**config.mk**
```make
export PLATFORM = sky130hd
export DESIGN_NAME = dma_status
export DESIGN_NICKNAME = d
export VERILOG_FILES = /design/src/shared/dma_status_pkg.sv /design/src/design/dma_status.sv
export VERILOG_INCLUDE_DIRS = /design/src /design/src/shared
export SDC_FILE = /design/constraint.sdc
export NUM_CORES = 1
export LEC_CHECK = 0
export BUFFER_PORTS_ARGS = -buffer_cell sky130_fd_sc_hd__buf_4
export CAP_MARGIN = 25
export CORE_MARGIN = 5
export CORE_UTILIZATION = 50
export CTS_CLUSTER_DIAMETER = 50
export DETAILED_ROUTE_END_ITERATION = 7
export PLACE_DENSITY = 0.79
export SYNTH_ARGS = -nofsm -noshare
export SYNTH_HDL_FRONTEND = slang
export SYNTH_SLANG_ARGS = --single-unit
```
**constraint.sdc**
```tcl
create_clock -name core_clk -period 3.3 [get_ports core_clk]
set_clock_uncertainty 0.1 [all_clocks]
set_input_delay 0.66 -clock core_clk [delete_from_list [all_inputs] [get_ports core_clk]]
set_output_delay 0.66 -clock core_clk [all_outputs]
set_load 0.1 [all_outputs]
```
**src/shared/dma_status_params.svh**
```systemverilog
// Purpose: Offsets, field positions, reset values for the DMA status block.
// Assumes: APB with 32-bit data, one aligned word per register.
// Notes:   Definitions only.
`ifndef DMA_STATUS_PARAMS_SVH
`define DMA_STATUS_PARAMS_SVH
`define OFS_COLLISION      12'h000
`define OFS_CHAN_BUF       12'h004
`define OFS_RECENT_ADDR    12'h008
`define OFS_IRQ_STATUS     12'h00c
`define OFS_IRQ_MASK       12'h010
`define OFS_MODE           12'h014
`define LAST_CH_LSB        8
`define LAST_CH_RESET      4'hf
`define MODE_ONESHOT_PP    2'h3
`define MODE_CONT_PP       2'h2
`define IRQ_BIT_COLL       0
`define IRQ_BIT_XFER       1
`define IRQ_BIT_DONE       2
`endif

```
**src/shared/dma_status_pkg.sv**
```systemverilog
// Purpose: Types shared by the DMA status block.
// Assumes: Eight channels.
// Notes:   Constants live in the params header.
package dma_status_pkg;
   typedef logic [15:0] half_word_type;
   typedef logic [7:0]  chan_vec_type;
   typedef logic [2:0]  chan_num_type;
   typedef enum logic [1:0] {
      MODE_CONT, MODE_ONESHOT, MODE_CONT_PING, MODE_ONESHOT_PING
   } chan_mode_type;
endpackage

```
**src/design/dma_status.sv**
```systemverilog
// Purpose: Shared collision, last-channel, ping-pong and address status of an
//          eight-channel DMA controller, reached over APB.
// Assumes: Channel engines pulse events synchronous to core_clk.
// Notes:   Zero wait states; unmapped reads return zero and set pslverr.
//
// The APB interface to the registers and the address map were chosen for this implementation.
`timescale 1ns/1ps
`include "dma_status_params.svh"

module dma_status #(
   parameter int CHANNELS = 8
) (
   input  wire logic                        core_clk,
   input  wire logic                        rst_n,
   input  wire logic                        psel,
   input  wire logic                        penable,
   input  wire logic                        pwrite,
   input  wire logic [11:0]                 paddr,
   input  wire logic [31:0]                 pwdata,
   input  wire logic [3:0]                  pstrb,
   output logic                             pready,
   output logic [31:0]                      prdata,
   output logic                             pslverr,
   input  wire dma_status_pkg::chan_vec_type periph_collision,
   input  wire dma_status_pkg::chan_vec_type ram_collision,
   input  wire logic                        xfer_valid,
   input  wire dma_status_pkg::chan_num_type xfer_channel,
   input  wire dma_status_pkg::half_word_type xfer_ram_address,
   input  wire dma_status_pkg::chan_vec_type block_done,
   output dma_status_pkg::chan_vec_type     pingpong_buffer_status,
   output dma_status_pkg::chan_vec_type     oneshot_finished,
   output logic                             irq
);
   import dma_status_pkg::*;

   // Software-visible state and ping-pong bookkeeping.
   chan_vec_type  periph_write_collision_flag;
   chan_vec_type  ram_write_collision_flag;
   logic [3:0]    last_active_channel;
   half_word_type recent_ram_address;
   logic [2:0]    irq_status;
   logic [2:0]    irq_mask;
   logic [15:0]   mode_bits;
   chan_vec_type  buffer_count;

   // Access decode; a write lands only in the access phase with pready high.
   wire access    = psel && penable && pready;
   wire wr_access = access && pwrite;
   wire sel_coll  = (paddr == `OFS_COLLISION);
   wire sel_chbuf = (paddr == `OFS_CHAN_BUF);
   wire sel_addr  = (paddr == `OFS_RECENT_ADDR);
   wire sel_ists  = (paddr == `OFS_IRQ_STATUS);
   wire sel_imask = (paddr == `OFS_IRQ_MASK);
   wire sel_mode  = (paddr == `OFS_MODE);
   wire mapped    = sel_coll || sel_chbuf || sel_addr || sel_ists || sel_imask || sel_mode;
   wire wr_coll   = wr_access && sel_coll;
   wire wr_ists   = wr_access && sel_ists && pstrb[0];
   wire wr_imask  = wr_access && sel_imask && pstrb[0];
   // Mode writes honour byte lanes, so four channels can be set without touching the rest.
   wire [1:0] wr_mode_lanes = {2{wr_access && sel_mode}} & pstrb[1:0];
   wire [15:0] mode_mask = {{8{wr_mode_lanes[1]}}, {8{wr_mode_lanes[0]}}};

   // Write-one-to-clear masks honour the byte lanes.
   wire chan_vec_type clr_periph = wr_coll && pstrb[1] ? pwdata[15:8] : 8'h00;
   wire chan_vec_type clr_ram    = wr_coll && pstrb[0] ? pwdata[7:0]  : 8'h00;

   // Set beats clear, so an event in the clearing cycle survives.
   wire chan_vec_type next_periph = (periph_write_collision_flag & ~clr_periph)
                                    | periph_collision;
   wire chan_vec_type next_ram    = (ram_write_collision_flag & ~clr_ram)
                                    | ram_collision;

   // Interrupt events.
   wire [2:0] irq_events = {|block_done, xfer_valid, |(periph_collision | ram_collision)};
   wire [2:0] next_irq_status = (irq_status & ~(wr_ists ? pwdata[2:0] : 3'h0)) | irq_events;

   // Ping-pong bookkeeping per channel.
   chan_vec_type  next_pp;
   chan_vec_type  next_count;
   chan_vec_type  next_finished;
   genvar g;
   generate
      for (g = 0; g < CHANNELS; g++) begin : g_chan
         wire [1:0] mode = mode_bits[2*g+1:2*g];
         wire pp_mode = mode == `MODE_ONESHOT_PP || mode == `MODE_CONT_PP;
         wire oneshot = mode == `MODE_ONESHOT_PP;
         wire finish  = oneshot && buffer_count[g];
         // Buffer selection flips per completed block; one-shot stops after the second.
         assign next_pp[g] = (pp_mode && block_done[g] && !oneshot_finished[g])
                             ? (finish ? 1'b0 : ~pingpong_buffer_status[g])
                             : (pp_mode ? pingpong_buffer_status[g] : 1'b0);
         assign next_count[g] = (oneshot && block_done[g] && !oneshot_finished[g])
                                ? ~buffer_count[g] : (oneshot ? buffer_count[g] : 1'b0);
         // Finished drops one cycle after the mode leaves one-shot, restarting the pair.
         assign next_finished[g] = oneshot && (oneshot_finished[g]
                                   || (block_done[g] && finish));
      end
   endgenerate

   // Read mux; unimplemented bits read zero.
   // Unmapped offsets also read zero, so a stray read never shows stale data.
   wire [31:0] rd_value =
      sel_coll  ? {16'h0000, periph_write_collision_flag, ram_write_collision_flag} :
      sel_chbuf ? {20'h00000, last_active_channel, pingpong_buffer_status} :
      sel_addr  ? {16'h0000, recent_ram_address} :
      sel_ists  ? {29'h0, irq_status} :
      sel_imask ? {29'h0, irq_mask} :
      sel_mode  ? {16'h0000, mode_bits} : 32'h0;

   // Collision flags.
   // Only an event can raise a flag; software can only lower it.
   always_ff @(posedge core_clk) begin
      if (!rst_n) begin
         periph_write_collision_flag <= 8'h00;
         ram_write_collision_flag    <= 8'h00;
      end else begin
         periph_write_collision_flag <= next_periph;
         ram_write_collision_flag    <= next_ram;
      end
   end

   // Last channel and most recent address follow each transfer.
   always_ff @(posedge core_clk) begin
      if (!rst_n) begin
         last_active_channel <= `LAST_CH_RESET;
         recent_ram_address  <= 16'h0000;
      end else if (xfer_valid) begin
         last_active_channel <= {1'b0, xfer_channel};
         recent_ram_address  <= xfer_ram_address;
      end
   end

   // Ping-pong state.
   always_ff @(posedge core_clk) begin
      if (!rst_n) begin
         pingpong_buffer_status <= 8'h00;
         buffer_count           <= 8'h00;
         oneshot_finished       <= 8'h00;
      end else begin
         pingpong_buffer_status <= next_pp;
         buffer_count           <= next_count;
         oneshot_finished       <= next_finished;
      end
   end

   // Software registers and interrupt.
   always_ff @(posedge core_clk) begin
      if (!rst_n) begin
         irq_status <= 3'h0;
         irq_mask   <= 3'h0;
         mode_bits  <= 16'h0000;
         irq        <= 1'b0;
      end else begin
         irq_status <= next_irq_status;
         irq_mask   <= wr_imask ? pwdata[2:0] : irq_mask;
         mode_bits  <= (mode_bits & ~mode_mask) | (pwdata[15:0] & mode_mask);
         irq        <= |(next_irq_status & irq_mask);
      end
   end

   // APB answer; ready is registered off the setup cycle, so the access phase is
   // answered at once and no wait state is ever inserted.
   always_ff @(posedge core_clk) begin
      if (!rst_n) begin
         pready  <= 1'b0;
         prdata  <= 32'h0;
         pslverr <= 1'b0;
      end else begin
         pready  <= psel && !penable;
         prdata  <= (psel && !penable && !pwrite) ? rd_value : prdata;
         pslverr <= psel && !penable && !mapped;
      end
   end

   // Checks. Every property is disabled while reset is low, so the reset values
   // themselves are left to the bench, which reads them back over the bus.
   // Sampled values lag the flip-flops by one edge, which the implications allow for.

   // A transfer loads its channel number with the top bit clear.
   property p_last_load;
      @(posedge core_clk) disable iff (!rst_n)
      xfer_valid |=> last_active_channel == {1'b0, $past(xfer_channel)};
   endproperty
   a_last_load: assert property (p_last_load) else $error("last channel wrong");

   // The only code with the top bit set is the after-reset value.
   property p_last_never_reserved;
      @(posedge core_clk) disable iff (!rst_n)
      last_active_channel[3] |-> last_active_channel == 4'hf;
   endproperty
   a_last_never_reserved: assert property (p_last_never_reserved) else $error("reserved");

   // Without a transfer the field keeps its value, so 1111 survives until the first one.
   property p_last_holds;
      @(posedge core_clk) disable iff (!rst_n)
      !$past(xfer_valid) && $past(rst_n) |-> $stable(last_active_channel);
   endproperty
   a_last_holds: assert property (p_last_holds) else $error("last channel moved");

   // A peripheral collision pulse leaves its flag standing one edge later.
   property p_periph_set;
      @(posedge core_clk) disable iff (!rst_n)
      periph_collision != 8'h00 |=> (periph_write_collision_flag & $past(periph_collision))
                                    == $past(periph_collision);
   endproperty
   a_periph_set: assert property (p_periph_set) else $error("periph flag lost");

   // A RAM collision pulse leaves its flag standing one edge later.
   property p_ram_set;
      @(posedge core_clk) disable iff (!rst_n)
      ram_collision != 8'h00 |=> (ram_write_collision_flag & $past(ram_collision))
                                 == $past(ram_collision);
   endproperty
   a_ram_set: assert property (p_ram_set) else $error("ram flag lost");

   // Without a clearing write no peripheral flag may fall.
   property p_periph_sticky;
      @(posedge core_clk) disable iff (!rst_n)
      !wr_coll |=> (periph_write_collision_flag & $past(periph_write_collision_flag))
                   == $past(periph_write_collision_flag);
   endproperty
   a_periph_sticky: assert property (p_periph_sticky) else $error("periph dropped");

   // Without a clearing write no RAM flag may fall.
   property p_ram_sticky;
      @(posedge core_clk) disable iff (!rst_n)
      !wr_coll |=> (ram_write_collision_flag & $past(ram_write_collision_flag))
                   == $past(ram_write_collision_flag);
   endproperty
   a_ram_sticky: assert property (p_ram_sticky) else $error("ram flag dropped");

   // With no event pending no flag may rise, whatever software writes.
   property p_no_sw_set;
      @(posedge core_clk) disable iff (!rst_n)
      periph_collision == 8'h00 && ram_collision == 8'h00 |=>
         (periph_write_collision_flag & ~$past(periph_write_collision_flag)) == 8'h00
         && (ram_write_collision_flag & ~$past(ram_write_collision_flag)) == 8'h00;
   endproperty
   a_no_sw_set: assert property (p_no_sw_set) else $error("flag set by write");

   // Each transfer records its RAM address.
   property p_addr_load;
      @(posedge core_clk) disable iff (!rst_n)
      xfer_valid |=> recent_ram_address == $past(xfer_ram_address);
   endproperty
   a_addr_load: assert property (p_addr_load) else $error("address not loaded");

   // Between transfers the address stands, and bus writes cannot move it.
   property p_addr_holds;
      @(posedge core_clk) disable iff (!rst_n)
      !xfer_valid |=> $stable(recent_ram_address);
   endproperty
   a_addr_holds: assert property (p_addr_holds) else $error("address moved");

   // Software writes to the buffer status word cannot move the ping-pong bits.
   property p_pp_readonly;
      @(posedge core_clk) disable iff (!rst_n)
      wr_access && sel_chbuf && block_done == 8'h00 |=> $stable(pingpong_buffer_status);
   endproperty
   a_pp_readonly: assert property (p_pp_readonly) else $error("pp written");

   // Once channel 0 has finished its one-shot, further blocks leave the buffer alone.
   property p_oneshot_stop;
      @(posedge core_clk) disable iff (!rst_n)
      oneshot_finished[0] && block_done[0] |=> $stable(pingpong_buffer_status[0]);
   endproperty
   a_oneshot_stop: assert property (p_oneshot_stop) else $error("one-shot buffer moved");

   // A finished one-shot channel always rests on the primary buffer.
   property p_finished_rests;
      @(posedge core_clk) disable iff (!rst_n)
      (oneshot_finished & pingpong_buffer_status) == 8'h00;
   endproperty
   a_finished_rests: assert property (p_finished_rests) else $error("rest wrong");

   // In continuous ping-pong every completed block swaps the buffer, except while the channel's one-shot finish is still standing.
   property p_pp_flip;
      @(posedge core_clk) disable iff (!rst_n)
      mode_bits[1:0] == `MODE_CONT_PP && block_done[0] && !oneshot_finished[0] |=>
         pingpong_buffer_status[0] != $past(pingpong_buffer_status[0]);
   endproperty
   a_pp_flip: assert property (p_pp_flip) else $error("pp not swapped");

   // Outside ping-pong modes the status bit is held at the primary buffer.
   property p_pp_no_mode;
      @(posedge core_clk) disable iff (!rst_n)
      mode_bits[1] == 1'b0 |=> pingpong_buffer_status[0] == 1'b0;
   endproperty
   a_pp_no_mode: assert property (p_pp_no_mode) else $error("pp without mode");

   // Main scenarios that the bench should reach.
   c_transfer: cover property (@(posedge core_clk) disable iff (!rst_n) xfer_valid);
   c_collision: cover property (@(posedge core_clk) disable iff (!rst_n) |next_ram);
   c_finished: cover property (@(posedge core_clk) disable iff (!rst_n) |oneshot_finished);
   c_irq: cover property (@(posedge core_clk) disable iff (!rst_n) irq);
   c_cont_flip: cover property (@(posedge core_clk) disable iff (!rst_n)
                                mode_bits[1:0] == `MODE_CONT_PP && block_done[0]);
endmodule

```
# Word-level counts from Yosys, hierarchy flattened
# Cells that the tools add are included.
[classes] addsub=0 mul=0 n_div=0 order_cmp=0 eq_ne=37 n_shift=0 mux=49 bitwise=32 reduce_logical=106
[ops] cell="two-way mux 16 bit" n=6
[ops] cell="logical AND 1 bit" n=70
[ops] cell="two-way mux 1 bit" n=40
[ops] cell="AND 16 bit" n=2
[ops] cell="== test 2 bit (second input constant)" n=16
[ops] cell="!= test 2 x 1 -> 1 bit (second input constant)" n=16
[ops] cell="== test 12 x 4 -> 1 bit (second input constant)" n=2
[ops] cell="== test 12 x 5 -> 1 bit (second input constant)" n=2
[ops] cell="bitwise OR 8 bit" n=3
[ops] cell="logical OR 1 bit" n=21
[ops] cell="AND 8 bit" n=2
[ops] cell="two-way mux 8 bit" n=2
[ops] cell="NOT 1 bit" n=16
[ops] cell="NOT 16 bit" n=1
[ops] cell="NOT 8 bit" n=2
[ops] cell="bitwise OR 16 bit" n=1
[ops] cell="OR reduction 8 bit" n=2
[ops] cell="== test 12 x 3 -> 1 bit (second input constant)" n=1
[ops] cell="zero test 12 bit" n=1
[ops] cell="zero test 1 bit" n=11
[ops] cell="AND 3 bit" n=2
[ops] cell="two-way mux 3 bit" n=1
[ops] cell="NOT 3 bit" n=1
[ops] cell="bitwise OR 3 bit" n=1
[ops] cell="2 further kinds" n=2
[totals] regBits=117 latch_bits=0 ram_bits=0 romBits=0 input_bits=97 out_inout_bits=51 word_cells=252 memories=0

# Logic depth before layout (Yosys ltp)
# Gate-level depths: netlist of the first run.
[logic_depth] word_depth=11 depth_mapped=7 depth_no_buf=5

# Least setup slack after synthesis of the first run
# Ideal clock, no wire load.
[synth_timing] path_type="input to register" startpoint="in paddr[9]" endpoint="reg prdata[0]" setup_time_ps=124 arrival_time_ps=2463 required_time_ps=3076 slack_ps=613 path_stages=6 n_path_buf=1 cell_sequence="or4_4 > or3_1 > buf_2 > or4b_4 > o221ai_1 > a21boi_1"
[synth_between] elab_chain_len=7 elab_cells_between_ends=12 cone_classes="eq/ne: 5; mux: 6; reduce/logical: 1"
[synth_lines] element="start, declared" line_no="dma_status.sv:18" source="input wire logic [11:0] paddr,"
[synth_lines] element="== test 12 x 5 -> 1 bit (no source line)"
[synth_lines] element="two-way mux 16 bit" line_no="dma_status.sv:108" source="sel_mode ? {16'h0000, mode_bits} : 32'h0;"
[synth_lines] element="two-way mux 16 bit" line_no="dma_status.sv:107" source="sel_imask ? {29'h0, irq_mask} :"
[synth_lines] element="two-way mux 16 bit" line_no="dma_status.sv:106" source="sel_ists ? {29'h0, irq_status} :"
[synth_lines] element="two-way mux 16 bit" line_no="dma_status.sv:105" source="sel_addr ? {16'h0000, recent_ram_address} :"
[synth_lines] element="two-way mux 16 bit" line_no="dma_status.sv:104" source="sel_chbuf ? {20'h00000, last_active_channel, pingpong_buffer_status} :"
[synth_lines] element="two-way mux 16 bit *" line_no="dma_status.sv:103" source="sel_coll ? {16'h0000, periph_write_collision_flag, ram_write_collision_flag} :"
[synth_lines] element="end signal, assigned" line_no="dma_status.sv:170" source="prdata <= (psel && !penable && !pwrite) ? rd_value : prdata;"
[synth_lines] element="end, declared" line_no="dma_status.sv:22" source="output logic [31:0] prdata,"
# Mark *: on every way between the ends. The rest lies on a longest branch, timed or not.
# A chain may end at the register's enable or synchronous reset.

# Final worst setup path of the first run
[layout_timing] startpoint="in paddr[9]" endpoint="reg ram_write_collision_flag[6]"
[layout_between] elab_chain_len=7
[layout_lines] element="zero test 12 bit (no source line)"
[layout_lines] element="logical AND 1 bit" line_no="dma_status.sv:56" source="wire wr_coll = wr_access && sel_coll;"
[layout_lines] element="logical AND 1 bit" line_no="dma_status.sv:65" source="wire chan_vec_type clr_ram = wr_coll && pstrb[0] ? pwdata[7:0] : 8'h00;"
[layout_lines] element="two-way mux 8 bit" line_no="dma_status.sv:65"
[layout_lines] element="NOT 8 bit" line_no="dma_status.sv:70" source="wire chan_vec_type next_ram = (ram_write_collision_flag & ~clr_ram)"
[layout_lines] element="AND 8 bit" line_no="dma_status.sv:70"
[layout_lines] element="bitwise OR 8 bit" line_no="dma_status.sv:71" source="| ram_collision;"
[layout_lines] element="end signal, assigned" line_no="dma_status.sv:118" source="ram_write_collision_flag <= next_ram;"
[layout_lines] element="end, declared" line_no="dma_status.sv:38" source="chan_vec_type ram_write_collision_flag;"
# Every way passes these cells.

==> results of run 1 <==
per-layer routing:
| layer | wire length [µm] | share of wire, % |
|---|---|---|
| met1 | 5050 | 41 |
| met2 | 6350 | 51 |
| met3 | 796 | 6.4 |
| met4 | 189 | 1.5 |
| met5 | 0 | 0 |
cells by family (layout without fill, tap and decap cells):
family | Yosys count | after routing | synth area share, %
buffers and inverters | 48 | 140 | 5.36
muxes | 48 | 48 | 10.5
xor gates and xnor gates | 8 | 8 | 1.53
DFF | 101 | 101 | 44.2
and+or+nand+nor | 155 | 155 | 18.6
other | 1 | 16 | 0.0819
AOI/OAI and AO/OA | 132 | 132 | 19.7
cells in the mapped netlist, types with 2 or more instances:
cell	instances
dfxtp_1	101
mux2i_1	48
a21oi_1	41
nand2_1	31
nor2b_1	31
nor2_1	30
a21boi_0	26
o21a_1	20
nand2b_1	19
clkbuf_1	18
buf_4	16
nand3_1	15
o21ai_0	11
a2111o_1	9
a211oi_1	8
nor4_1	8
xor2_1	8
buf_1	6
a221oi_1	4
a31oi_1	4
buf_2	4
inv_1	4
and3b_1	3
or3_1	3
a21boi_1	2
a22oi_1	2
and4_1	2
o221ai_1	2
placed cells by master, fill, tap and decap left out, drive strengths merged, types with 2 or more instances in the layout:
master	n
o221ai	2
conb	16
nand2b	19
a31oi	4
a211oi	8
and3b	3
a221oi	4
o21ai	11
nor3	2
a22oi	2
clkinv	3
a2111o	9
nand3	15
nor4	10
or3	3
buf	120
mux2i	48
nand2	31
o21a	20
a21oi	41
clkinvlp	2
nor2b	31
inv	5
and4	2
dfxtp	101
xor2	8
a21boi	28
clkbuf	10
nor2	30
per-stage QoR:
| stage | cell area, µm² | setup WS [ns] |
|---|---|---|
| floorplan | 4630 | 0.613 |
| global placement | 5440 | 0.429 |
| detailed placement | 5440 | 0.383 |
| CTS | 5620 | 0.704 |
| global route | 5620 | 0.658 |
| finish | 5620 | 0.693 |
cell type report:
class,count,area [µm²],share of cell area (%)
repair buffers,120,901,16.0
clock inverters,6,48.8,0.868
inverters,4,15.0,0.267
well taps,111,139,2.47
multi-input cells,359,2370,42.1
clock buffers,10,128,2.27
flip-flops and latches,101,2020,36.0
report_power, final:
group / switching (mW) / internal, mW
Sequential: 0.0180 / 1.25
Clock: 0.441 / 0.282
Combinational: 0.225 / 0.131
how the worst max path moves through the flow:
stage / endpoint / slack [ns]
floorplan: prdata[0]$_SDFFE_PN0P_ / 0.61
global placement: prdata[9]$_SDFFE_PN0P_ / 0.43
detailed placement: ram_write_collision_flag[6]$_SDFF_PN0_ / 0.38
CTS: ram_write_collision_flag[6]$_SDFF_PN0_ / 0.70
global route: ram_write_collision_flag[7]$_SDFF_PN0_ / 0.66
finish: ram_write_collision_flag[6]$_SDFF_PN0_ / 0.69
critical path, stage by stage:
cell and delay, ns:
buf_4 0.11, or4_4 0.55, or3_1 0.47, nor3_2 0.55, a21boi_0 0.22, o21a_1 0.20
==> flow_summary_export.csv, run 1 <==
group,metric,value,unit
sta,min_period,2.61,ns
synth,ys_warn_count,0,
sta,holdWs,0.372,ns
synth,synthFlopType,"dfxtp_1",
cells_and_area,fill_cells,801,
worst_hold_path,holdPathStages,2,
placed_design,portBuffers,113,
sta,tightestPinTransition,0.848,ns
worst_hold_path,hold_path_end,"last_active_channel[3]$_SDFFE_PN1P_",
synth,synth_edf_count,0,
synth,synth_area_leaders,"dfxtp_1 44%, mux2i_1 10%, a21oi_1 4.5%",
global_route,grt_busiest_layer,"met2",
synth,syn-cell-area,4580,µm²
clocking,clockBufferDepth,2,
sta,hold_viol_final,0,
route,drt_wl_total,12400,µm
clocking,ctsRootBufferMaster,"clkbuf_8",
sta,slew_headroom,43.5,%
placed_design,dp.cells,695,
setup_path,critPathMaxFanout,8,
setup_path,r2r_start,"pready$_SDFF_PN0_",
sta,clock.fmax,384,MHz
pwr,finalPower,2.35,mW
setup_path,start_kind,"input port",
floorplan,dieArea,11200,µm²
floorplan,fp.dieW,106,µm
sta,setup_viol,0,
pwr,ir_drop,0.000260,V
synth,synth_top_cell_area_share,44.2,%
clocking,cts_made_buffers,9,
global_route,grtUsageMet3,3.18,%
pwr,power.density,418,nW/µm²
synth,yosysUniqueCellTypes,45,
route,dr_total_vias,3911,
synth,synthCells,493,
placed_design,hpwl,9370,µm
global_route,grt_usage,21.8,%
global_route,grt_max_degree,98,
clocking,holdBufCountCts,0,
global_route,antenna_found_initial,0,
cells_and_area,layout.cells.non_filler,711,
worst_hold_path,hold_start,"last_active_channel[3]$_SDFFE_PN1P_",
sta,rsz0062_at_grt,"no",
floorplan,initial_core_util,50.5,%
cells_and_area,antenna_cells,0,
clocking,insertion_delay,0.36,ns
setup_path,crit_path_start,"paddr[9]",
global_route,grt_use_met2,39.0,%
sta,drv_slew,0,
setup_path,ff2ff_path_depth,5,
setup_path,required,3.46,ns
sta,tns,0,ns
route,drtAntennaViolNets,0,
cells_and_area,final_util,62.0,%
floorplan,placeableCoreArea,9060,µm²
synth,yosys_register_bits,101,
synth,yosysTopAreaCell,"dfxtp_1",
floorplan,row_count,35,
synth,async_reset_ff_share,0,%
setup_path,crit_path_end_kind,"flip-flop",
setup_path,r2r_setup_slack,1.40,ns
global_route,grt_first_pass_wirelength,19600,µm
clocking,clkTransAtPathRegs,0.10,ns
cells_and_area,drive_gt1_share,23.7,%
clocking,postCtsSetupRepairBufs,0,
route,viasPerCell,5.50,
clocking,cts_tree,"done",
run,drv_cap,0,
sta,finalCritPeriodShare,79.0,%
global_route,first_global_vias,4001,
placed_design,gp_congestion,0.870,
pwr,leakagePower,2.38,nW
cells_and_area,fin_nets,692,
clocking,cts.sinks,101,
run_status,status,"finished clean",
floorplan,io-pin-count,148,
route,first_pass_iters,4,
global_route,overflow,0,
clocking,cts_resized,0,
route,wl_per_cell,17.4,µm
clocking,htree_levels,3,
synth,seq_area_frac_synth,44.2,%
route,drc_errors,0,
setup_path,critPathArrivalTime,2.77,ns
worst_hold_path,hp-class,"reg2reg",
route,drt_iter0_markers,197,
global_route,met1_usage,26.7,%
synth,syn_avg_cell_area,9.28,µm²
cells_and_area,area_growth,22.8,%
setup_path,r2r-end,"ram_write_collision_flag[6]$_SDFF_PN0_",
setup_path,criticalPathCategory,"in2reg",
floorplan,die_y,106,µm
(Power assumes the default switching activity.)
==> run 2, diff against run 1 <==
--- a/config.mk
+++ b/config.mk
@@ -6,13 +6,14 @@
 export SDC_FILE = /design/constraint.sdc
 export NUM_CORES = 1
 export LEC_CHECK = 0
+export ABC_AREA = 1
 export BUFFER_PORTS_ARGS = -buffer_cell sky130_fd_sc_hd__buf_4
 export CAP_MARGIN = 25
 export CORE_MARGIN = 5
-export CORE_UTILIZATION = 50
+export CORE_UTILIZATION = 46
 export CTS_CLUSTER_DIAMETER = 50
 export DETAILED_ROUTE_END_ITERATION = 7
-export PLACE_DENSITY = 0.79
+export PLACE_DENSITY = 0.76
 export SYNTH_ARGS = -nofsm -noshare
 export SYNTH_HDL_FRONTEND = slang
 export SYNTH_SLANG_ARGS = --single-unit
==> constraint.sdc (replaced) <==
create_clock -name core_clk -period 2.3 [get_ports core_clk]
set_clock_uncertainty 0.1 [all_clocks]
set_input_delay 0.46 -clock core_clk [delete_from_list [all_inputs] [get_ports core_clk]]
set_output_delay 0.46 -clock core_clk [all_outputs]
set_load 0.1 [all_outputs]
==> flow_summary_export.csv, run 2 <==
group,metric,value,unit
floorplan,row_count,36,
worst_hold_path,hold_start,"periph_collision[4]",
cells_and_area,fill_cells,925,
pwr,ir_drop,0.000361,V
pwr,netSwitchingPower,0.998,mW
route,viasPerCell,5.25,
clocking,cts.sinks,101,
synth,synth_area_leaders,"dfxtp_1 43%, a21oi_1 8.3%, nor2_1 7.3%",
setup_path,worst-path-buf-inv,1,
placed_design,placed_cell_area,5600,µm²
cells_and_area,final_cell_mix,"126 x buf_4, 101 x dfxtp_1, 91 x nor2_1, 77 x inv_1, 77 x a21oi_1",
worst_hold_path,hp-class,"in2reg",
synth,syn-cell-area,4670,µm²
synth,async_reset_ff_share,0,%
global_route,first_global_vias,4615,
run_status,status,"finished clean",
setup_path,criticalPathCategory,"in2reg",
sta,setup_viol,0,
pwr,p_comb_share,14.0,%
pwr,seq_power_share,54.6,%
floorplan,die_y,111,µm
sta,hold_viol_final,0,
setup_path,critPathTopFamily,"simple AND/OR/NAND/NOR gates",
clocking,holdBufCountCts,0,
clocking,cts_resized,0,
setup_path,critPathMaxFanout,9,
setup_path,r2r-end,"irq$_SDFF_PN0_",
cells_and_area,final_common_cell,"buf_4",
cells_and_area,layout.cells.non_filler,894,
global_route,grt_usage,21.4,%
global_route,overflow,0,
setup_path,critPathArrivalTime,1.92,ns
setup_path,crit_chain,"buf_4, nor2_1, nand2_2, nor2_4, nand2_1, o21ai_0, nor2_1, nor2_1, nor2_1, nor2_1",
synth,ys_warn_count,0,
sta,finalCritPeriodShare,74.8,%
pwr,power.density,581,nW/µm²
global_route,grt_max_degree,52,
global_route,antenna_found_initial,0,
setup_path,path_depth,10,
route,drt_iter0_markers,248,
placed_design,dp.cells,878,
pwr,p_sw_share,29.8,%
setup_path,crit_top_cell,"nor2_1",
synth,yosysTopAreaCell,"dfxtp_1",
clocking,cts_made_buffers,9,
sta,clock.fmax,581,MHz
cells_and_area,final_util,58.8,%
global_route,grt_first_pass_wirelength,21700,µm
pwr,pwr-share-clk,31.4,%
clocking,ctsRootBufferMaster,"clkbuf_8",
floorplan,fp.dieW,111,µm
synth,yosys_register_bits,101,
setup_path,r2r_start,"pready$_SDFF_PN0_",
synth,synth_top_cell_area_share,43.3,%
floorplan,placeableCoreArea,9820,µm²
clocking,clkTransAtPathRegs,0.10,ns
clocking,postCtsSetupRepairBufs,0,
synth,synth_edf_count,0,
synth,yosys-top-cells-count,"101 x dfxtp_1, 91 x nor2_1, 77 x a21oi_1, 77 x inv_1, 69 x nand2_1",
cells_and_area,stdcell_area,5780,µm²
placed_design,portBuffers,113,
run,drv_cap,0,
synth,seq_area_frac_synth,43.3,%
synth,synthCells,643,
cells_and_area,fin_nets,853,
placed_design,dp_slack,0.241,ns
sta,rsz0062_at_grt,"no",
sta,holdWs,0.214,ns
sta,min_period,1.72,ns
synth,yosysUniqueCellTypes,34,
setup_path,cpMaxStageDelayCell,"o21ai_0",
sta,tns,0,ns
clocking,clockBufferDepth,2,
synth,synthFlopType,"dfxtp_1",
cells_and_area,drive_gt1_share,22.6,%
floorplan,io-pin-count,148,
synth,syn_avg_cell_area,7.26,µm²
floorplan,dieArea,12300,µm²
setup_path,required,2.50,ns
pwr,leakagePower,2.40,nW
sta,setup_ws,0.580,ns
route,first_pass_iters,5,
worst_hold_path,hold_path_end,"periph_write_collision_flag[4]$_SDFF_PN0_",
setup_path,ff2ff_path_depth,7,
clocking,insertion_delay,0.37,ns
setup_path,slowest_delay,0.29,ns
sta,drv_slew,0,
pwr,power.internal,2.35,mW
floorplan,initial_core_util,47.6,%
placed_design,gp_congestion,0.844,
setup_path,start_kind,"input port",
route,dr_total_vias,4697,
pwr,finalPower,3.35,mW
route,drtAntennaViolNets,0,
synth,synth_most_common_cell,"dfxtp_1",
clocking,htree_levels,3,
setup_path,crit_path_end_kind,"flip-flop",
clocking,cts_tree,"done",
route,drc_errors,0,
route,drt_wl_total,13600,µm
setup_path,r2r_setup_slack,0.65,ns
cells_and_area,antenna_cells,0,
cells_and_area,area_growth,23.7,%
worst_hold_path,holdPathStages,3,
route,wl_per_cell,15.2,µm
placed_design,hpwl,10500,µm
[run 2: logic make-up after synthesis]
| family | count (synthesis) | share of synthesized area, % |
|---|---|---|
| buf+inv | 122 | 11.9 |
| flops | 101 | 43.3 |
| simple gates | 250 | 24.5 |
| other cells | 1 | 0.0803 |
| compound gates | 169 | 20.2 |
[run 2: area by class of cell]
| type | instances | area, µm² | area share, % |
|---|---|---|---|
| Tap cell | 133 | 166 | 2.88 |
| Clock buffer | 9 | 124 | 2.14 |
| Inverter | 83 | 314 | 5.44 |
| Multi-Input combinational cell | 435 | 2150 | 37.2 |
| Timing Repair Buffer | 126 | 946 | 16.4 |
| Sequential cell | 101 | 2020 | 35.0 |
| Clock inverter | 7 | 56.3 | 0.975 |
[run 2: worst min-delay path: cells and delay by family]
kind	cells	cell delay [ns]
AND/OR/NAND/NOR	1	0.07
AO/OA/AOI/OAI	1	0.03
buffers and inverters	1	0.08
[run 2: worst max path at each step]
stage                                                 from                   endpoint
global placement                                 paddr[11]    prdata[11]$_SDFFE_PN0P_
floorplan                                pready$_SDFF_PN0_                  flip-flop
CTS                 pingpong_buffer_status[2]$_SDFFE_PN0P_  pingpong_buffer_status[2]
detailed placement                                paddr[9]    prdata[11]$_SDFFE_PN0P_
global route                                     paddr[11]    prdata[11]$_SDFFE_PN0P_
finish                                            paddr[9]    prdata[11]$_SDFFE_PN0P_
[run 2: metal layers]
layer | wire length [µm] | global-route usage (%)
met2 | 6520 | 36.2
met3 | 1060 | 4.91
met5 | 0 | 0
met1 | 5620 | 26.3
met4 | 397 | 8.54
[run 2: power groups by stage]
stage / Combinational (mW) / Sequential (mW) / Clock (mW)
after floorplan: 0.260 / 1.91 / 0
after detailed placement: 0.465 / 1.87 / 0
after CTS: 0.467 / 1.83 / 1.06
final: 0.470 / 1.83 / 1.05
after global routing: 0.503 / 1.84 / 1.15
after global placement: 0.457 / 1.87 / 0
==> run 3, diff against run 2 <==
--- a/config.mk
+++ b/config.mk
@@ -10,10 +10,10 @@
 export BUFFER_PORTS_ARGS = -buffer_cell sky130_fd_sc_hd__buf_4
 export CAP_MARGIN = 25
 export CORE_MARGIN = 5
-export CORE_UTILIZATION = 46
+export CORE_UTILIZATION = 50
 export CTS_CLUSTER_DIAMETER = 50
 export DETAILED_ROUTE_END_ITERATION = 7
-export PLACE_DENSITY = 0.76
+export PLACE_DENSITY = 0.79
 export SYNTH_ARGS = -nofsm -noshare
 export SYNTH_HDL_FRONTEND = slang
 export SYNTH_SLANG_ARGS = --single-unit
==> constraint.sdc (replaced) <==
create_clock -name core_clk -period 1.7 [get_ports core_clk]
set_clock_uncertainty 0.1 [all_clocks]
set_input_delay 0.34 -clock core_clk [delete_from_list [all_inputs] [get_ports core_clk]]
set_output_delay 0.34 -clock core_clk [all_outputs]
set_load 0.1 [all_outputs]
==> flow_summary_export.csv, run 3 (synthesis results as in run 2) <==
group,metric,value,unit
placed_design,gp_congestion,0.898,
placed_design,dp.cells,884,
global_route,grt_usage,24.1,%
floorplan,dieArea,11400,µm²
route,drtAntennaViolNets,0,
sta,finalCritPeriodShare,92.9,%
global_route,overflow,0,
floorplan,initial_core_util,51.0,%
pwr,netSwitchingPower,1.30,mW
sta,holdWs,0.0881,ns
cells_and_area,area_growth,29.3,%
floorplan,io-pin-count,148,
clocking,cts_made_buffers,9,
run_status,status,"finished clean",
global_route,first_global_vias,4743,
setup_path,crit_path_end_kind,"flip-flop",
setup_path,critPathArrivalTime,1.79,ns
global_route,grt_first_pass_wirelength,22100,µm
setup_path,criticalPathCategory,"in2reg",
cells_and_area,layout.cells.non_filler,900,
pwr,p_comb_share,13.6,%
route,drt_iter0_markers,262,
route,drt_wl_total,13900,µm
clocking,clockBufferDepth,2,
global_route,grt_max_degree,45,
pwr,seq_power_share,51.2,%
pwr,power.density,800,nW/µm²
pwr,leakagePower,2.56,nW
run,drv_cap,0,
setup_path,start_kind,"input port",
pwr,ir_drop,0.000466,V
clocking,cts.sinks,101,
worst_hold_path,hp-class,"in2reg",
pwr,p_sw_share,27.0,%
clocking,cts_resized,0,
clocking,holdBufCountCts,0,
clocking,htree_levels,3,
route,drc_errors,0,
clocking,cts_tree,"done",
global_route,antenna_found_initial,0,
clocking,ctsRootBufferMaster,"clkbuf_8",
sta,setup_viol,0,
cells_and_area,drive_gt1_share,25.6,%
placed_design,placed_cell_area,5810,µm²
clocking,insertion_delay,0.36,ns
floorplan,fp.dieW,107,µm
cells_and_area,antenna_cells,0,
cells_and_area,final_common_cell,"buf_4",
clocking,clkTransAtPathRegs,0.10,ns
floorplan,row_count,35,
setup_path,required,1.91,ns
floorplan,die_y,107,µm
route,wl_per_cell,15.4,µm
sta,rsz0062_at_grt,"no",
setup_path,critPathMaxFanout,6,
cells_and_area,fin_nets,881,
sta,min_period,1.58,ns
placed_design,hpwl,10900,µm
pwr,power.internal,3.52,mW
route,dr_total_vias,4845,
clocking,postCtsSetupRepairBufs,0,
sta,clock.fmax,633,MHz
floorplan,placeableCoreArea,9150,µm²
route,first_pass_iters,5,
placed_design,portBuffers,113,
sta,drv_slew,0,
cells_and_area,final_cell_mix,"152 x buf_4, 98 x dfxtp_1, 91 x nor2_1, 77 x inv_1, 77 x a21oi_1",
cells_and_area,stdcell_area,6040,µm²
route,viasPerCell,5.38,
pwr,pwr-share-clk,35.2,%
sta,hold_viol_final,0,
-- run 3: changes by cell type in the layout (fill, tap and decap cells not counted), moves of 2 or more --
cell,previous run,this run
buf_12,0,2
bufinv_16,0,2
inv_6,3,1
dfxtp_2,0,2
buf_4,126,152
clkinv_4,2,0
dfxtp_1,101,98
-- run 3: layer usage --
metal	track usage, %	vias to the layer above	share of wire [%]
li1	-	2366	-
met1	29.0	2241	40
met2	42.5	202	49
met3	5.72	36	7.8
met4	7.31	0	2.7
met5	0	-	0
-- run 3: through the flow --
stage / setup WS [ns] / power [mW] / util [%] / TNS, ns
after CTS: 0.136 / 4.84 / 66.0 / 0
after global placement: -0.113 / 3.17 / 63.5 / -1.97
after detailed placement: -0.167 / 3.18 / 63.5 / -3.24
final: 0.120 / 4.83 / 66.0 / 0
after floorplan: 0.0232 / 2.94 / - / 0
after global routing: 0.00973 / 5.00 / 66.0 / 0
-- run 3: worst paths after layout --
check / start / end / slack [ns] / depth (start not counted)
max reg2reg: pready$_SDFF_PN0_ / irq$_SDFF_PN0_ / 0.13 / 8
min: xfer_channel[1] / last_active_channel[1]$_SDFFE_PN1P_ / 0.09 / 3
min reg2reg: recent_ram_address[15]$_SDFFE_PN0P_ / recent_ram_address[15]$_SDFFE_PN0P_ / 0.36 / 2
max: paddr[11] / prdata[11]$_SDFFE_PN0P_ / 0.12 / 10
-- run 3: area by class of cell --
class | instances | area (µm²)
fillers | 793 | 3120
clock inverters | 5 | 81.3
well taps | 111 | 139
repair buffers | 154 | 1180
inverters | 83 | 314
multi-input cells | 435 | 2150
clock buffers | 11 | 141
flip-flops and latches | 101 | 2030
-- run 3: power by group through the flow --
| stage | combinational [mW] | clock, mW | sequential (mW) |
|---|---|---|---|
| global placement | 0.642 | 0 | 2.52 |
| CTS | 0.653 | 1.71 | 2.47 |
| floorplan | 0.352 | 0 | 2.59 |
| detailed placement | 0.651 | 0 | 2.53 |
| global route | 0.702 | 1.82 | 2.48 |
| finish | 0.655 | 1.70 | 2.47 |
-- run 3: critical path, stage by stage --
cell	delay, ns
buf_4	0.11
nor2_1	0.13
nand2_2	0.12
nor2_4	0.19
nand2_1	0.16
o21ai_0	0.29
nor2_1	0.08
nor2_1	0.23
nor2_1	0.08
nor2_1	0.08
